**src/hdl/mshc_defs.svh**
```systemverilog
// Constants for the mode/supply and hardware control register pair.
`ifndef MSHC_DEFS_SVH
`define MSHC_DEFS_SVH

// ----------------------------------------------------------------------
// Serial frame layout
// ----------------------------------------------------------------------
`define MSHC_FRAME_BITS 6'h20
`define MSHC_ADDR_DONE_CNT 6'h07
`define MSHC_FRAME_RW_BIT 7
`define MSHC_FRAME_ADDR_HI 6
`define MSHC_FRAME_DATA_HI 23
`define MSHC_FRAME_DATA_LO 8
`define MSHC_SDO_PATTERN 8'h5A
`define MSHC_SDO_STATUS 8'h00

// ----------------------------------------------------------------------
// Register addresses (word indices)
// ----------------------------------------------------------------------
`define MSHC_ADDR_MSC 7'h01
`define MSHC_ADDR_HW 7'h02

// ----------------------------------------------------------------------
// Mode and supply control fields, masks and reset values
// ----------------------------------------------------------------------
`define MSHC_MSC_MODE_HI 15
`define MSHC_MSC_MODE_LO 14
`define MSHC_MSC_OV_HI 10
`define MSHC_MSC_OV_LO 9
`define MSHC_MSC_HYS 7
`define MSHC_MSC_PEAK 5
`define MSHC_MSC_RT_HI 1
`define MSHC_MSC_RT_LO 0
`define MSHC_MSC_WMASK 16'hC6A3
`define MSHC_MSC_RESTART_KEEP 16'h00A3
`define MSHC_MSC_RST_VAL 16'h0000

// ----------------------------------------------------------------------
// Hardware control fields, masks and reset values
// ----------------------------------------------------------------------
`define MSHC_HW_TSD 12
`define MSHC_HW_VSOV 11
`define MSHC_HW_SH 10
`define MSHC_HW_RDEL 9
`define MSHC_HW_QUIET 6
`define MSHC_HW_FO 5
`define MSHC_HW_WD1 2
`define MSHC_HW_WMASK 16'h1E64
`define MSHC_HW_SOFT_KEEP 16'h0200
`define MSHC_HW_RESTART_KEEP 16'h1240
`define MSHC_HW_RST_VAL 16'h0000

// ----------------------------------------------------------------------
// Mode and overvoltage reaction codes
// ----------------------------------------------------------------------
`define MSHC_MODE_NORMAL 2'h0
`define MSHC_MODE_SLEEP 2'h1
`define MSHC_MODE_STOP 2'h2
`define MSHC_MODE_RESET 2'h3
`define MSHC_OV_NONE 2'h0
`define MSHC_OV_INT 2'h1
`define MSHC_OV_RST 2'h2
`define MSHC_OV_FAILSAFE 2'h3

// ----------------------------------------------------------------------
// Timing and counts
// ----------------------------------------------------------------------
`define MSHC_CLK_PERIOD_NS 10
`define MSHC_SOFT_RST_LOW_NS 10000
`define MSHC_SOFT_RST_LOW_CYC (`MSHC_SOFT_RST_LOW_NS / `MSHC_CLK_PERIOD_NS)
`define MSHC_TSD_STREAK_LIM 5'h10

`endif

```
**src/hdl/mshc_pkg.sv**
```systemverilog
// Types shared by the mode/supply and hardware control register block.
package mshc_pkg;

	// ------------------------------------------------------------------
	// Reset pin sequencer states, one-hot
	// ------------------------------------------------------------------
	typedef enum logic [1:0] {
		MSHC_RP_IDLE = 2'b01,
		MSHC_RP_LOW = 2'b10
	} mshc_rpin_state_type;

endpackage

```
**src/hdl/mshc_regs.sv**
```systemverilog
// Serial-accessed mode/supply and hardware control registers with side effects.
//
// Function
// RULE1 - Mode field: normal, sleep, stop, soft reset.
// RULE2 - Soft reset pulls reset pin unless quiet.
// RULE3 - Overvoltage reaction: none, interrupt, reset, failsafe.
// RULE4 - Hysteresis bit forces highest release threshold.
// RULE5 - Peak bit picks low or high threshold.
// RULE6 - Two-bit field picks reset threshold, 00 highest.
// RULE7 - Reserved bits always read as zero.
// RULE8 - Mode register resets; restart keeps 7,5,1:0.
// RULE9 - Serial write cannot move stop to sleep.
// RULE10 - Entering restart sets mode to normal.
// RULE11 - Write answer returns previously programmed content.
// RULE12 - Thermal wait x64 after over 16 events.
// RULE13 - Battery overvoltage bit picks comparator threshold.
// RULE14 - Sample-and-hold enabled while disable bit zero.
// RULE15 - Reset delay bit: 10 ms or 2 ms.
// RULE16 - Software fail output only with fail pin configuration.
// RULE17 - Watchdog stop-off bit one deactivates in stop.
// RULE18 - Host frame bit 7 selects write.
// RULE19 - Restart clears software fail output bit.
// RULE20 - Stop-to-normal clears watchdog stop-off bit.
// RULE21 - Hardware register resets; soft reset keeps bit 9.
// RULE22 - Only writes and documented hardware updates change fields.
`include "mshc_defs.svh"
`timescale 1ns/1ps
`default_nettype none

module mshc_regs #(
	parameter int SYNC_W = 4
) (
	// Clock and reset.
	input wire logic sys_clk_i,
	input wire logic resetn_i,
	// Serial link pins.
	input wire logic spi_sclk_i,
	input wire logic spi_csn_i,
	input wire logic spi_sdi_i,
	output logic spi_sdo_o,
	output logic spi_sdo_oe_o,
	// Device state machine events, same clock.
	input wire logic restart_enter_i,
	input wire logic stop_to_normal_i,
	// Supply and thermal monitors.
	input wire logic main_supply_ov_i,
	input wire logic thermal_shutdown_level_two_event_i,
	input wire logic thermal_shutdown_level_two_streak_clr_i,
	// Failure output inputs, same clock.
	input wire logic wake_pin_fail_cfg_i,
	input wire logic fail_trigger_i,
	// Mode and supply controls.
	output logic [1:0] device_mode_o,
	output logic soft_reset_o,
	output logic reset_output_pin_n_o,
	output logic ov_interrupt_event_o,
	output logic ov_reset_event_o,
	output logic ov_failsafe_enter_o,
	output logic undervolt_release_hysteresis_sel_o,
	output logic regulator_peak_threshold_sel_o,
	output logic [1:0] undervolt_reset_threshold_sel_o,
	// Hardware option controls.
	output logic thermal_wait_x64_o,
	output logic battery_overvolt_threshold_sel_o,
	output logic gate_sample_hold_en_o,
	output logic reset_delay_short_o,
	output logic failure_output_o,
	output logic watchdog_stop_off_b1_o
);

	// ------------------------------------------------------------------
	// Pin synchronisers
	// ------------------------------------------------------------------
	logic [SYNC_W-1:0] pin_raw;
	logic [SYNC_W-1:0] sync1_ff;
	logic [SYNC_W-1:0] sync2_ff;
	logic [SYNC_W-1:0] sync3_ff;
	logic [SYNC_W-1:0] filt_ff;
	logic [SYNC_W-1:0] filt_prev_ff;

	assign pin_raw = {main_supply_ov_i, spi_sdi_i, spi_csn_i, spi_sclk_i};
	// Three stages per pin; a change is taken once stages two and three agree.
	// Select resets high in every stage, so reset release shows no false frame.
	genvar gi;
	generate
		for (gi = 0; gi < SYNC_W; gi++) begin : g_sync
			always_ff @(posedge sys_clk_i or negedge resetn_i) begin
				if (!resetn_i) begin
					sync1_ff[gi] <= (gi == 1) ? 1'b1 : 1'b0;
					sync2_ff[gi] <= (gi == 1) ? 1'b1 : 1'b0;
					sync3_ff[gi] <= (gi == 1) ? 1'b1 : 1'b0;
					filt_ff[gi] <= (gi == 1) ? 1'b1 : 1'b0;
					filt_prev_ff[gi] <= (gi == 1) ? 1'b1 : 1'b0;
				end else begin
					sync1_ff[gi] <= pin_raw[gi];
					sync2_ff[gi] <= sync1_ff[gi];
					sync3_ff[gi] <= sync2_ff[gi];
					if (sync2_ff[gi] == sync3_ff[gi]) begin
						filt_ff[gi] <= sync3_ff[gi];
					end
					filt_prev_ff[gi] <= filt_ff[gi];
				end
			end
		end
	endgenerate
	logic sclk_rise;
	logic sclk_fall;
	logic csn_fall;
	logic csn_rise;
	logic csn_low;
	logic ov_rise;
	// Edge events of the filtered pins.
	assign sclk_rise = filt_ff[0] & ~filt_prev_ff[0];
	assign sclk_fall = ~filt_ff[0] & filt_prev_ff[0];
	assign csn_fall = ~filt_ff[1] & filt_prev_ff[1];
	assign csn_rise = filt_ff[1] & ~filt_prev_ff[1];
	assign csn_low = ~filt_ff[1];
	assign ov_rise = filt_ff[3] & ~filt_prev_ff[3];
	// ------------------------------------------------------------------
	// Serial frame receive and answer
	// ------------------------------------------------------------------
	logic [5:0] bit_cnt_ff;
	logic [31:0] rx_ff;
	logic [15:0] rdata_ff;
	logic sdo_ff;
	logic [15:0] msc_ff;
	logic [15:0] hw_ff;
	logic [6:0] early_addr;
	logic [31:0] tx_word;
	// Frames are LSB first; after seven bits the address sits in the top of rx_ff.
	assign early_addr = rx_ff[31:25];
	assign tx_word = {`MSHC_SDO_PATTERN, rdata_ff, `MSHC_SDO_STATUS};

	// Bits are sampled on the rising serial clock and counted up to one frame.
	always_ff @(posedge sys_clk_i or negedge resetn_i) begin
		if (!resetn_i) begin
			bit_cnt_ff <= 6'h00;
			rx_ff <= 32'h0000_0000;
		end else if (csn_fall) begin
			bit_cnt_ff <= 6'h00;
		end else if (csn_low && sclk_rise) begin
			rx_ff <= {filt_ff[2], rx_ff[31:1]};
			if (bit_cnt_ff != `MSHC_FRAME_BITS) begin
				bit_cnt_ff <= bit_cnt_ff + 6'h01;
			end
		end
	end
	// Read data is latched once the address is known, before any write lands,
	// so a write frame answers with what was programmed before it.
	always_ff @(posedge sys_clk_i or negedge resetn_i) begin
		if (!resetn_i) begin
			rdata_ff <= 16'h0000;
		end else if (csn_low && sclk_rise && bit_cnt_ff == `MSHC_ADDR_DONE_CNT) begin
			case (early_addr) // RULE11
				`MSHC_ADDR_MSC: rdata_ff <= msc_ff;
				`MSHC_ADDR_HW: rdata_ff <= hw_ff;
				default: rdata_ff <= 16'h0000;
			endcase
		end
	end
	// Output bits change on the falling serial clock.
	always_ff @(posedge sys_clk_i or negedge resetn_i) begin
		if (!resetn_i) begin
			sdo_ff <= 1'b0;
		end else if (csn_fall) begin
			sdo_ff <= tx_word[0];
		end else if (csn_low && sclk_fall && bit_cnt_ff != `MSHC_FRAME_BITS) begin
			sdo_ff <= tx_word[bit_cnt_ff[4:0]];
		end
	end
	assign spi_sdo_o = sdo_ff;
	assign spi_sdo_oe_o = csn_low;

	// ------------------------------------------------------------------
	// Write decode
	// ------------------------------------------------------------------
	logic frame_wr;
	logic [6:0] frame_addr;
	logic [15:0] frame_data;
	logic wr_msc;
	logic wr_hw;
	logic soft_rst_cmd;
	logic [1:0] new_mode;
	assign frame_addr = rx_ff[`MSHC_FRAME_ADDR_HI:0];
	assign frame_data = rx_ff[`MSHC_FRAME_DATA_HI:`MSHC_FRAME_DATA_LO];
	// Only a complete frame with the write bit set stores anything.
	assign frame_wr = csn_rise && bit_cnt_ff == `MSHC_FRAME_BITS
		&& rx_ff[`MSHC_FRAME_RW_BIT]; // RULE18 RULE22
	assign wr_msc = frame_wr && frame_addr == `MSHC_ADDR_MSC;
	assign wr_hw = frame_wr && frame_addr == `MSHC_ADDR_HW;
	assign new_mode = frame_data[`MSHC_MSC_MODE_HI:`MSHC_MSC_MODE_LO];
	assign soft_rst_cmd = wr_msc && new_mode == `MSHC_MODE_RESET; // RULE1

	// ------------------------------------------------------------------
	// Mode and supply control register
	// ------------------------------------------------------------------
	// Soft reset wins over everything, then restart, then the stop-to-normal
	// update, then a serial write.
	always_ff @(posedge sys_clk_i or negedge resetn_i) begin
		if (!resetn_i) begin
			msc_ff <= `MSHC_MSC_RST_VAL; // RULE8
		end else if (soft_rst_cmd) begin
			msc_ff <= `MSHC_MSC_RST_VAL; // RULE8
		end else if (restart_enter_i) begin
			msc_ff <= msc_ff & `MSHC_MSC_RESTART_KEEP; // RULE8 RULE10
		end else if (stop_to_normal_i) begin
			msc_ff[`MSHC_MSC_MODE_HI:`MSHC_MSC_MODE_LO] <= `MSHC_MODE_NORMAL;
		end else if (wr_msc) begin
			msc_ff <= frame_data & `MSHC_MSC_WMASK; // RULE7
			if (msc_ff[`MSHC_MSC_MODE_HI:`MSHC_MSC_MODE_LO] == `MSHC_MODE_STOP
				&& new_mode == `MSHC_MODE_SLEEP) begin
				msc_ff[`MSHC_MSC_MODE_HI:`MSHC_MSC_MODE_LO] <= `MSHC_MODE_STOP; // RULE9
			end
		end
	end

	// ------------------------------------------------------------------
	// Hardware control register
	// ------------------------------------------------------------------
	always_ff @(posedge sys_clk_i or negedge resetn_i) begin
		if (!resetn_i) begin
			hw_ff <= `MSHC_HW_RST_VAL; // RULE21
		end else if (soft_rst_cmd) begin
			hw_ff <= hw_ff & `MSHC_HW_SOFT_KEEP; // RULE21
		end else if (restart_enter_i) begin
			hw_ff <= hw_ff & `MSHC_HW_RESTART_KEEP; // RULE19
		end else if (stop_to_normal_i) begin
			hw_ff[`MSHC_HW_WD1] <= 1'b0; // RULE20
		end else if (wr_hw) begin
			hw_ff <= frame_data & `MSHC_HW_WMASK; // RULE7 RULE22
		end
	end

	// ------------------------------------------------------------------
	// Soft reset and reset pin sequencer
	// ------------------------------------------------------------------
	localparam int RST_LOW_CYC = `MSHC_SOFT_RST_LOW_CYC;
	mshc_pkg::mshc_rpin_state_type rp_state_ff;
	logic [15:0] rp_cnt_ff;
	logic soft_rst_ff;
	// The quiet bit is read before the soft reset clears it, so the host's
	// setting in force at the command decides the pin; the core pulse is one cycle.
	always_ff @(posedge sys_clk_i or negedge resetn_i) begin
		if (!resetn_i) begin
			rp_state_ff <= mshc_pkg::MSHC_RP_IDLE;
			rp_cnt_ff <= 16'h0000;
			soft_rst_ff <= 1'b0;
		end else begin
			soft_rst_ff <= soft_rst_cmd; // RULE1
			case (rp_state_ff)
				mshc_pkg::MSHC_RP_IDLE: begin
					if (soft_rst_cmd && !hw_ff[`MSHC_HW_QUIET]) begin
						rp_state_ff <= mshc_pkg::MSHC_RP_LOW; // RULE2
						rp_cnt_ff <= 16'(RST_LOW_CYC - 1);
					end
				end
				mshc_pkg::MSHC_RP_LOW: begin
					if (rp_cnt_ff == 16'h0000) begin
						rp_state_ff <= mshc_pkg::MSHC_RP_IDLE;
					end else begin
						rp_cnt_ff <= rp_cnt_ff - 16'h0001;
					end
				end
				default: rp_state_ff <= mshc_pkg::MSHC_RP_IDLE;
			endcase
		end
	end

	// ------------------------------------------------------------------
	// Supply overvoltage reaction
	// ------------------------------------------------------------------
	logic ov_int_ff;
	logic ov_rst_ff;
	logic ov_fs_ff;
	// One pulse per overvoltage onset, routed by the reaction code.
	always_ff @(posedge sys_clk_i or negedge resetn_i) begin
		if (!resetn_i) begin
			ov_int_ff <= 1'b0;
			ov_rst_ff <= 1'b0;
			ov_fs_ff <= 1'b0;
		end else begin
			ov_int_ff <= ov_rise
				&& msc_ff[`MSHC_MSC_OV_HI:`MSHC_MSC_OV_LO] == `MSHC_OV_INT; // RULE3
			ov_rst_ff <= ov_rise
				&& msc_ff[`MSHC_MSC_OV_HI:`MSHC_MSC_OV_LO] == `MSHC_OV_RST; // RULE3
			ov_fs_ff <= ov_rise
				&& msc_ff[`MSHC_MSC_OV_HI:`MSHC_MSC_OV_LO] == `MSHC_OV_FAILSAFE; // RULE3
		end
	end
	// ------------------------------------------------------------------
	// Thermal shutdown streak and failure output
	// ------------------------------------------------------------------
	logic [4:0] tsd_streak_ff;
	logic tsd_x64_ff;
	logic fail_out_ff;
	// The streak saturates just past the limit so it never wraps back.
	always_ff @(posedge sys_clk_i or negedge resetn_i) begin
		if (!resetn_i) begin
			tsd_streak_ff <= 5'h00;
		end else if (thermal_shutdown_level_two_streak_clr_i) begin
			tsd_streak_ff <= 5'h00;
		end else if (thermal_shutdown_level_two_event_i && tsd_streak_ff <= `MSHC_TSD_STREAK_LIM) begin
			tsd_streak_ff <= tsd_streak_ff + 5'h01;
		end
	end
	// Extended wait and the failure output are registered levels.
	always_ff @(posedge sys_clk_i or negedge resetn_i) begin
		if (!resetn_i) begin
			tsd_x64_ff <= 1'b0;
			fail_out_ff <= 1'b0;
		end else begin
			tsd_x64_ff <= hw_ff[`MSHC_HW_TSD]
				&& tsd_streak_ff > `MSHC_TSD_STREAK_LIM; // RULE12
			fail_out_ff <= (hw_ff[`MSHC_HW_FO] && wake_pin_fail_cfg_i)
				|| fail_trigger_i; // RULE16
		end
	end
	// ------------------------------------------------------------------
	// Control outputs
	// ------------------------------------------------------------------
	assign device_mode_o = msc_ff[`MSHC_MSC_MODE_HI:`MSHC_MSC_MODE_LO]; // RULE1
	assign soft_reset_o = soft_rst_ff;
	assign reset_output_pin_n_o = (rp_state_ff != mshc_pkg::MSHC_RP_LOW); // RULE2
	assign ov_interrupt_event_o = ov_int_ff;
	assign ov_reset_event_o = ov_rst_ff;
	assign ov_failsafe_enter_o = ov_fs_ff;
	assign undervolt_release_hysteresis_sel_o = msc_ff[`MSHC_MSC_HYS]; // RULE4
	assign regulator_peak_threshold_sel_o = msc_ff[`MSHC_MSC_PEAK]; // RULE5
	assign undervolt_reset_threshold_sel_o = msc_ff[`MSHC_MSC_RT_HI:`MSHC_MSC_RT_LO]; // RULE6
	assign thermal_wait_x64_o = tsd_x64_ff;
	assign battery_overvolt_threshold_sel_o = hw_ff[`MSHC_HW_VSOV]; // RULE13
	assign gate_sample_hold_en_o = ~hw_ff[`MSHC_HW_SH]; // RULE14
	assign reset_delay_short_o = hw_ff[`MSHC_HW_RDEL]; // RULE15
	assign failure_output_o = fail_out_ff;
	assign watchdog_stop_off_b1_o = hw_ff[`MSHC_HW_WD1]; // RULE17

endmodule // mshc_regs

`default_nettype wire

```
**config.mk**
```make
export PLATFORM = sky130hd
export DESIGN_NAME = mshc_regs
export DESIGN_NICKNAME = d
export VERILOG_FILES = /design/src/hdl/mshc_pkg.sv /design/src/hdl/mshc_regs.sv
export VERILOG_INCLUDE_DIRS = /design/src /design/src/hdl
export SDC_FILE = /design/constraint.sdc
export NUM_CORES = 1
export LEC_CHECK = 0
export BUFFER_PORTS_ARGS = -buffer_cell sky130_fd_sc_hd__clkbuf_2
export CORE_MARGIN = 1.5
export CORE_UTILIZATION = 50
export DETAILED_ROUTE_END_ITERATION = 7
export GPL_ROUTABILITY_DRIVEN = 0
export PLACE_DENSITY = 0.79
export SYNTH_ARGS = -nofsm -noshare
export SYNTH_HDL_FRONTEND = slang
export SYNTH_SLANG_ARGS = --single-unit
```
**constraint.sdc**
```tcl
create_clock -name sys_clk_i -period 4.4 [get_ports sys_clk_i]
set_input_delay 0.22 -clock sys_clk_i [delete_from_list [all_inputs] [get_ports sys_clk_i]]
set_output_delay 0.22 -clock sys_clk_i [all_outputs]
set_load 0.05 [all_outputs]
```
==> metrics.csv <==
stage;metric;value;unit
timing;RSZ-0062 raised after global routing;no;
power;part of the power in the clock network;51.9;%
clock_tree;CTS Sinks;115;
detailed_routing;Routed WL;9430;um
critical_path;Reg-to-Reg End;rp_cnt_ff[15]$_DFFE_PN0P_;
global_route;initial antenna violation count;0;
detailed_routing;DRT Pass-1 Iters;4;
clock_tree;H-tree lvl count;4;
critical_path;critical path class;flop to flop;
clock_tree;Root Driver;clkbuf_8;
logic_synthesis;Synth async-reset ratio;100;%
floorplanning;Die Y-Extent;103;um
detailed_routing;drt wl/cell;15.7;um
final_layout;# diodes;0;
timing;Tmin final;2690;ps
floorplanning;Row Count;36;
power;P_sw;0.000612;W
critical_path;critical path endpoint category;flop;
critical_path;Worst EP required;4800;ps
clock_tree;clock buffers created by TritonCTS;17;
detailed_routing;DR vias/cell;5.55;
flow_run;max-cap violations;0;
placed_design;Placed Area;5210;sq um
critical_path;worst r2r src;bit_cnt_ff[0]$_DFFE_PN0P_;
power;power per cell area;463;nW/um^2
critical_path;CP Data Arrival Time;3100;ps
logic_synthesis;top cells by area in the synthesized netlist;dfrtp_1 (55%), mux2_2 (8.0%), dfstp_2 (3.2%), a22o_1 (3.0%), nor2_1 (2.7%);
min_path;Hold Path Depth;3;
timing;Slew Limit Fails;0;
placed_design;HPWL after detailed placement;6440;um
logic_synthesis;Mapped Cells;409;
global_route;aggregate global-route resource usage;20.7;%
final_layout;commonest non-fill, non-tap cells in the layout;dfrtp_1 (109), nor2_1 (35), mux2_2 (35);
logic_synthesis;top cell type's share of synthesized area;55.0;%
global_route;GRT met2 Usage;32.9;%
detailed_routing;DRC Markers;0;
logic_synthesis;synthesized area;4960;sq um
detailed_routing;1st-iter DRT viols;209;
detailed_routing;vias post-DR;3332;
clock_tree;clk buf depth;2;
power;sw frac;22.3;%
floorplanning;I/O pin count;31;
floorplanning;Die X;103;um
placed_design;pre-CTS setup slack;1730;ps
timing;Worst Skew;7.68;ps
final_layout;layout cells sized above 1;24.4;%
clock_tree;clock slew at reported path FFs;60;ps
logic_synthesis;Netlist cell types;56;
logic_synthesis;number of synthesized flops with an enable pin;0;
global_route;largest net degree at the start of global routing;69;
floorplanning;Starting Density;51.2;%
global_route;met1 Resource Use GR;25.9;%
logic_synthesis;register area share after synthesis;58.2;%
final_layout;Filler Cell Count;749;
global_route;met3 Usage GRT;7.12;%
clock_tree;# Post-CTS Setup Buffers;0;
power;Total Power;0.00275;W
final_layout;nets@finish;473;
timing;worst hold slack;44.1;ps
critical_path;startpoint types;flop;
detailed_routing;Antenna Nets Post-Route;0;
critical_path;Reg2Reg Depth;7;
logic_synthesis;Synth Flop Type;dfrtp_1;
logic_synthesis;register bit total from synthesis;115;
global_route;global-route wire length before repair;16400;um
final_layout;synthesis-to-layout area growth;19.7;%
status;status;complete, no violations;
timing;Slew headroom;43.8;%
timing;final worst slack;1710;ps
placed_design;port buffer count;30;
logic_synthesis;warnings from Yosys;0;
floorplanning;die area;10500;sq um
global_route;GRT busiest layer;met2;
timing;final hold vios;0;
logic_synthesis;Syn Nets;428;
power;Worst VDD drop;392;uV
timing;Final period util;61.2;%
timing;worst slew pin tran;821;ps
global_route;number of global-route vias before repair;3407;
global_route;Congestion Overflow GR;0;
logic_synthesis;Yosys top cell by area;dfrtp_1;
clock_tree;Worst-Skew Late Latency;520;ps
floorplanning;Core Footprint;9680;sq um
critical_path;Max FO, Critical Path;11;
logic_synthesis;Syn Area/Cell;12.1;sq um
min_path;Hold Startpoint;stop_to_normal_i;
final_layout;commonest non-fill, non-tap cell in the layout;dfrtp_1;
min_path;Worst Hold End;msc_ff[14]$_DFFE_PN0P_;
timing;Final Setup Violations;0;
power;logic gate share of total power;6.1;%
critical_path;R2R Setup Slk;1710;ps
timing;FMAX;0.371;GHz
power;Leakage;2.75;nW
final_layout;post-route cell area;5940;sq um
clock_tree;CTS tree;yes;
power;Sequential Power Share;42.0;%
timing;TNS Setup;0;ps
min_path;Hold Path Class;input pin to flop;
power;Internal;0.00214;W
clock_tree;cts repair resizes;0;
==> cells in the mapped netlist, drive strengths merged (3+ instances only) <==
cell type,n
dfrtp,109
mux2i,13
or2,3
o31ai,6
clkbuf,6
nor2,37
nand3,7
nor4,3
xor2,3
ha,7
and3,3
nor3b,4
and2,3
nor3,15
inv,15
a31oi,3
maj3,4
nor2b,8
a22o,17
nand2,20
nand4,4
o21ai,13
a22oi,5
buf,10
mux2,35
a21oi,10
dfstp,6
nand2b,3
xnor2,5
==> critical path, stage by stage, from the launching register on <==
cell and delay, ps:
dfrtp_1 500, inv_1 180, ha_1 190, nor4b_4 240, nand4_1 430, and3b_1 540
nor2_2 160, a211o_1 330
==> cells by family (layout without fill, tap and decap cells) <==
kind of cell	Yosys count	after routing	share of synthesized area, %
AO/OA/AOI/OAI	73	73	10.7
buffers and inverters	31	89	2.80
multiplexers	50	50	11.5
AND/OR/NAND/NOR	121	121	12.8
XOR/XNOR	8	8	1.41
adder cells (fa/ha/maj)	11	11	2.57
flip-flops	115	115	58.2
==> routing by layer <==
metal | wire length, um | part of all wire, % | vias up
met3 | 311 | 3.3 | 16
met4 | 161 | 1.7 | 0
met5 | 0 | 0 | -
met2 | 4740 | 50 | 66
met1 | 4220 | 45 | 1683
li1 | - | - | 1567
==> flip-flops by register name (all words and copies together), names as in the netlist, 2 cells and up <==
name and count:
rx_ff 32, rp_cnt_ff 16, rdata_ff 13, msc_ff 8
hw_ff 7, bit_cnt_ff 6, tsd_streak_ff 5, filt_ff 4
sync1_ff 4, sync2_ff 4, sync3_ff 4, filt_prev_ff 3
rp_state_ff 2
==> worst max-delay path by stage <==
stage / from / to / depth (start not counted) / slack [ps]
5_1_grt: bit_cnt_ff[0]$_DFFE_PN0P_ / rp_cnt_ff[15]$_DFFE_PN0P_ / 7 / 1500
6_report: bit_cnt_ff[0]$_DFFE_PN0P_ / rp_cnt_ff[15]$_DFFE_PN0P_ / 7 / 1710
4_1_cts: bit_cnt_ff[0]$_DFFE_PN0P_ / rp_cnt_ff[15]$_DFFE_PN0P_ / 7 / 1730
2_1_floorplan: bit_cnt_ff[0]$_DFFE_PN0P_ / msc_ff[15]$_DFFE_PN0P_ / 10 / 2130
3_5_place_dp: bit_cnt_ff[0]$_DFFE_PN0P_ / rp_cnt_ff[15]$_DFFE_PN0P_ / 7 / 1730
3_3_place_gp: bit_cnt_ff[0]$_DFFE_PN0P_ / rp_cnt_ff[15]$_DFFE_PN0P_ / 7 / 1840
==> power groups by stage <==
stage | Clock, W | Sequential (W) | Combinational [W]
after global routing | 0.00151 | 0.00116 | 0.000187
after global placement | 0 | 0.00117 | 0.000156
after floorplan | 0 | 0.00116 | 0.000120
final | 0.00143 | 0.00116 | 0.000168
after detailed placement | 0 | 0.00117 | 0.000163
after CTS | 0.00145 | 0.00116 | 0.000171
==> repair_timing <==
action                     CTS  global route
hold buffers                10             0
hold endpoints to repair    74             0
setup endpoints to repair    0             0
==> final cells by class <==
type | count | area (sq um) | area share (%)
Clock buffer | 20 | 445 | 7.50
Timing Repair Buffer | 42 | 268 | 4.51
Inverter | 15 | 56.3 | 0.949
Clock inverter | 12 | 179 | 3.01
Multi-Input combinational cell | 263 | 1940 | 32.6
Sequential cell | 115 | 2890 | 48.6
Tap cell | 133 | 166 | 2.80
==> per-stage QoR <==
stage               util, %  std cells
floorplan                 -        409
global placement       53.8        558
detailed placement     53.8        558
CTS                    61.3        600
global route           61.3        600
finish                 61.3        600
Power figures use the tool's default switching activity.
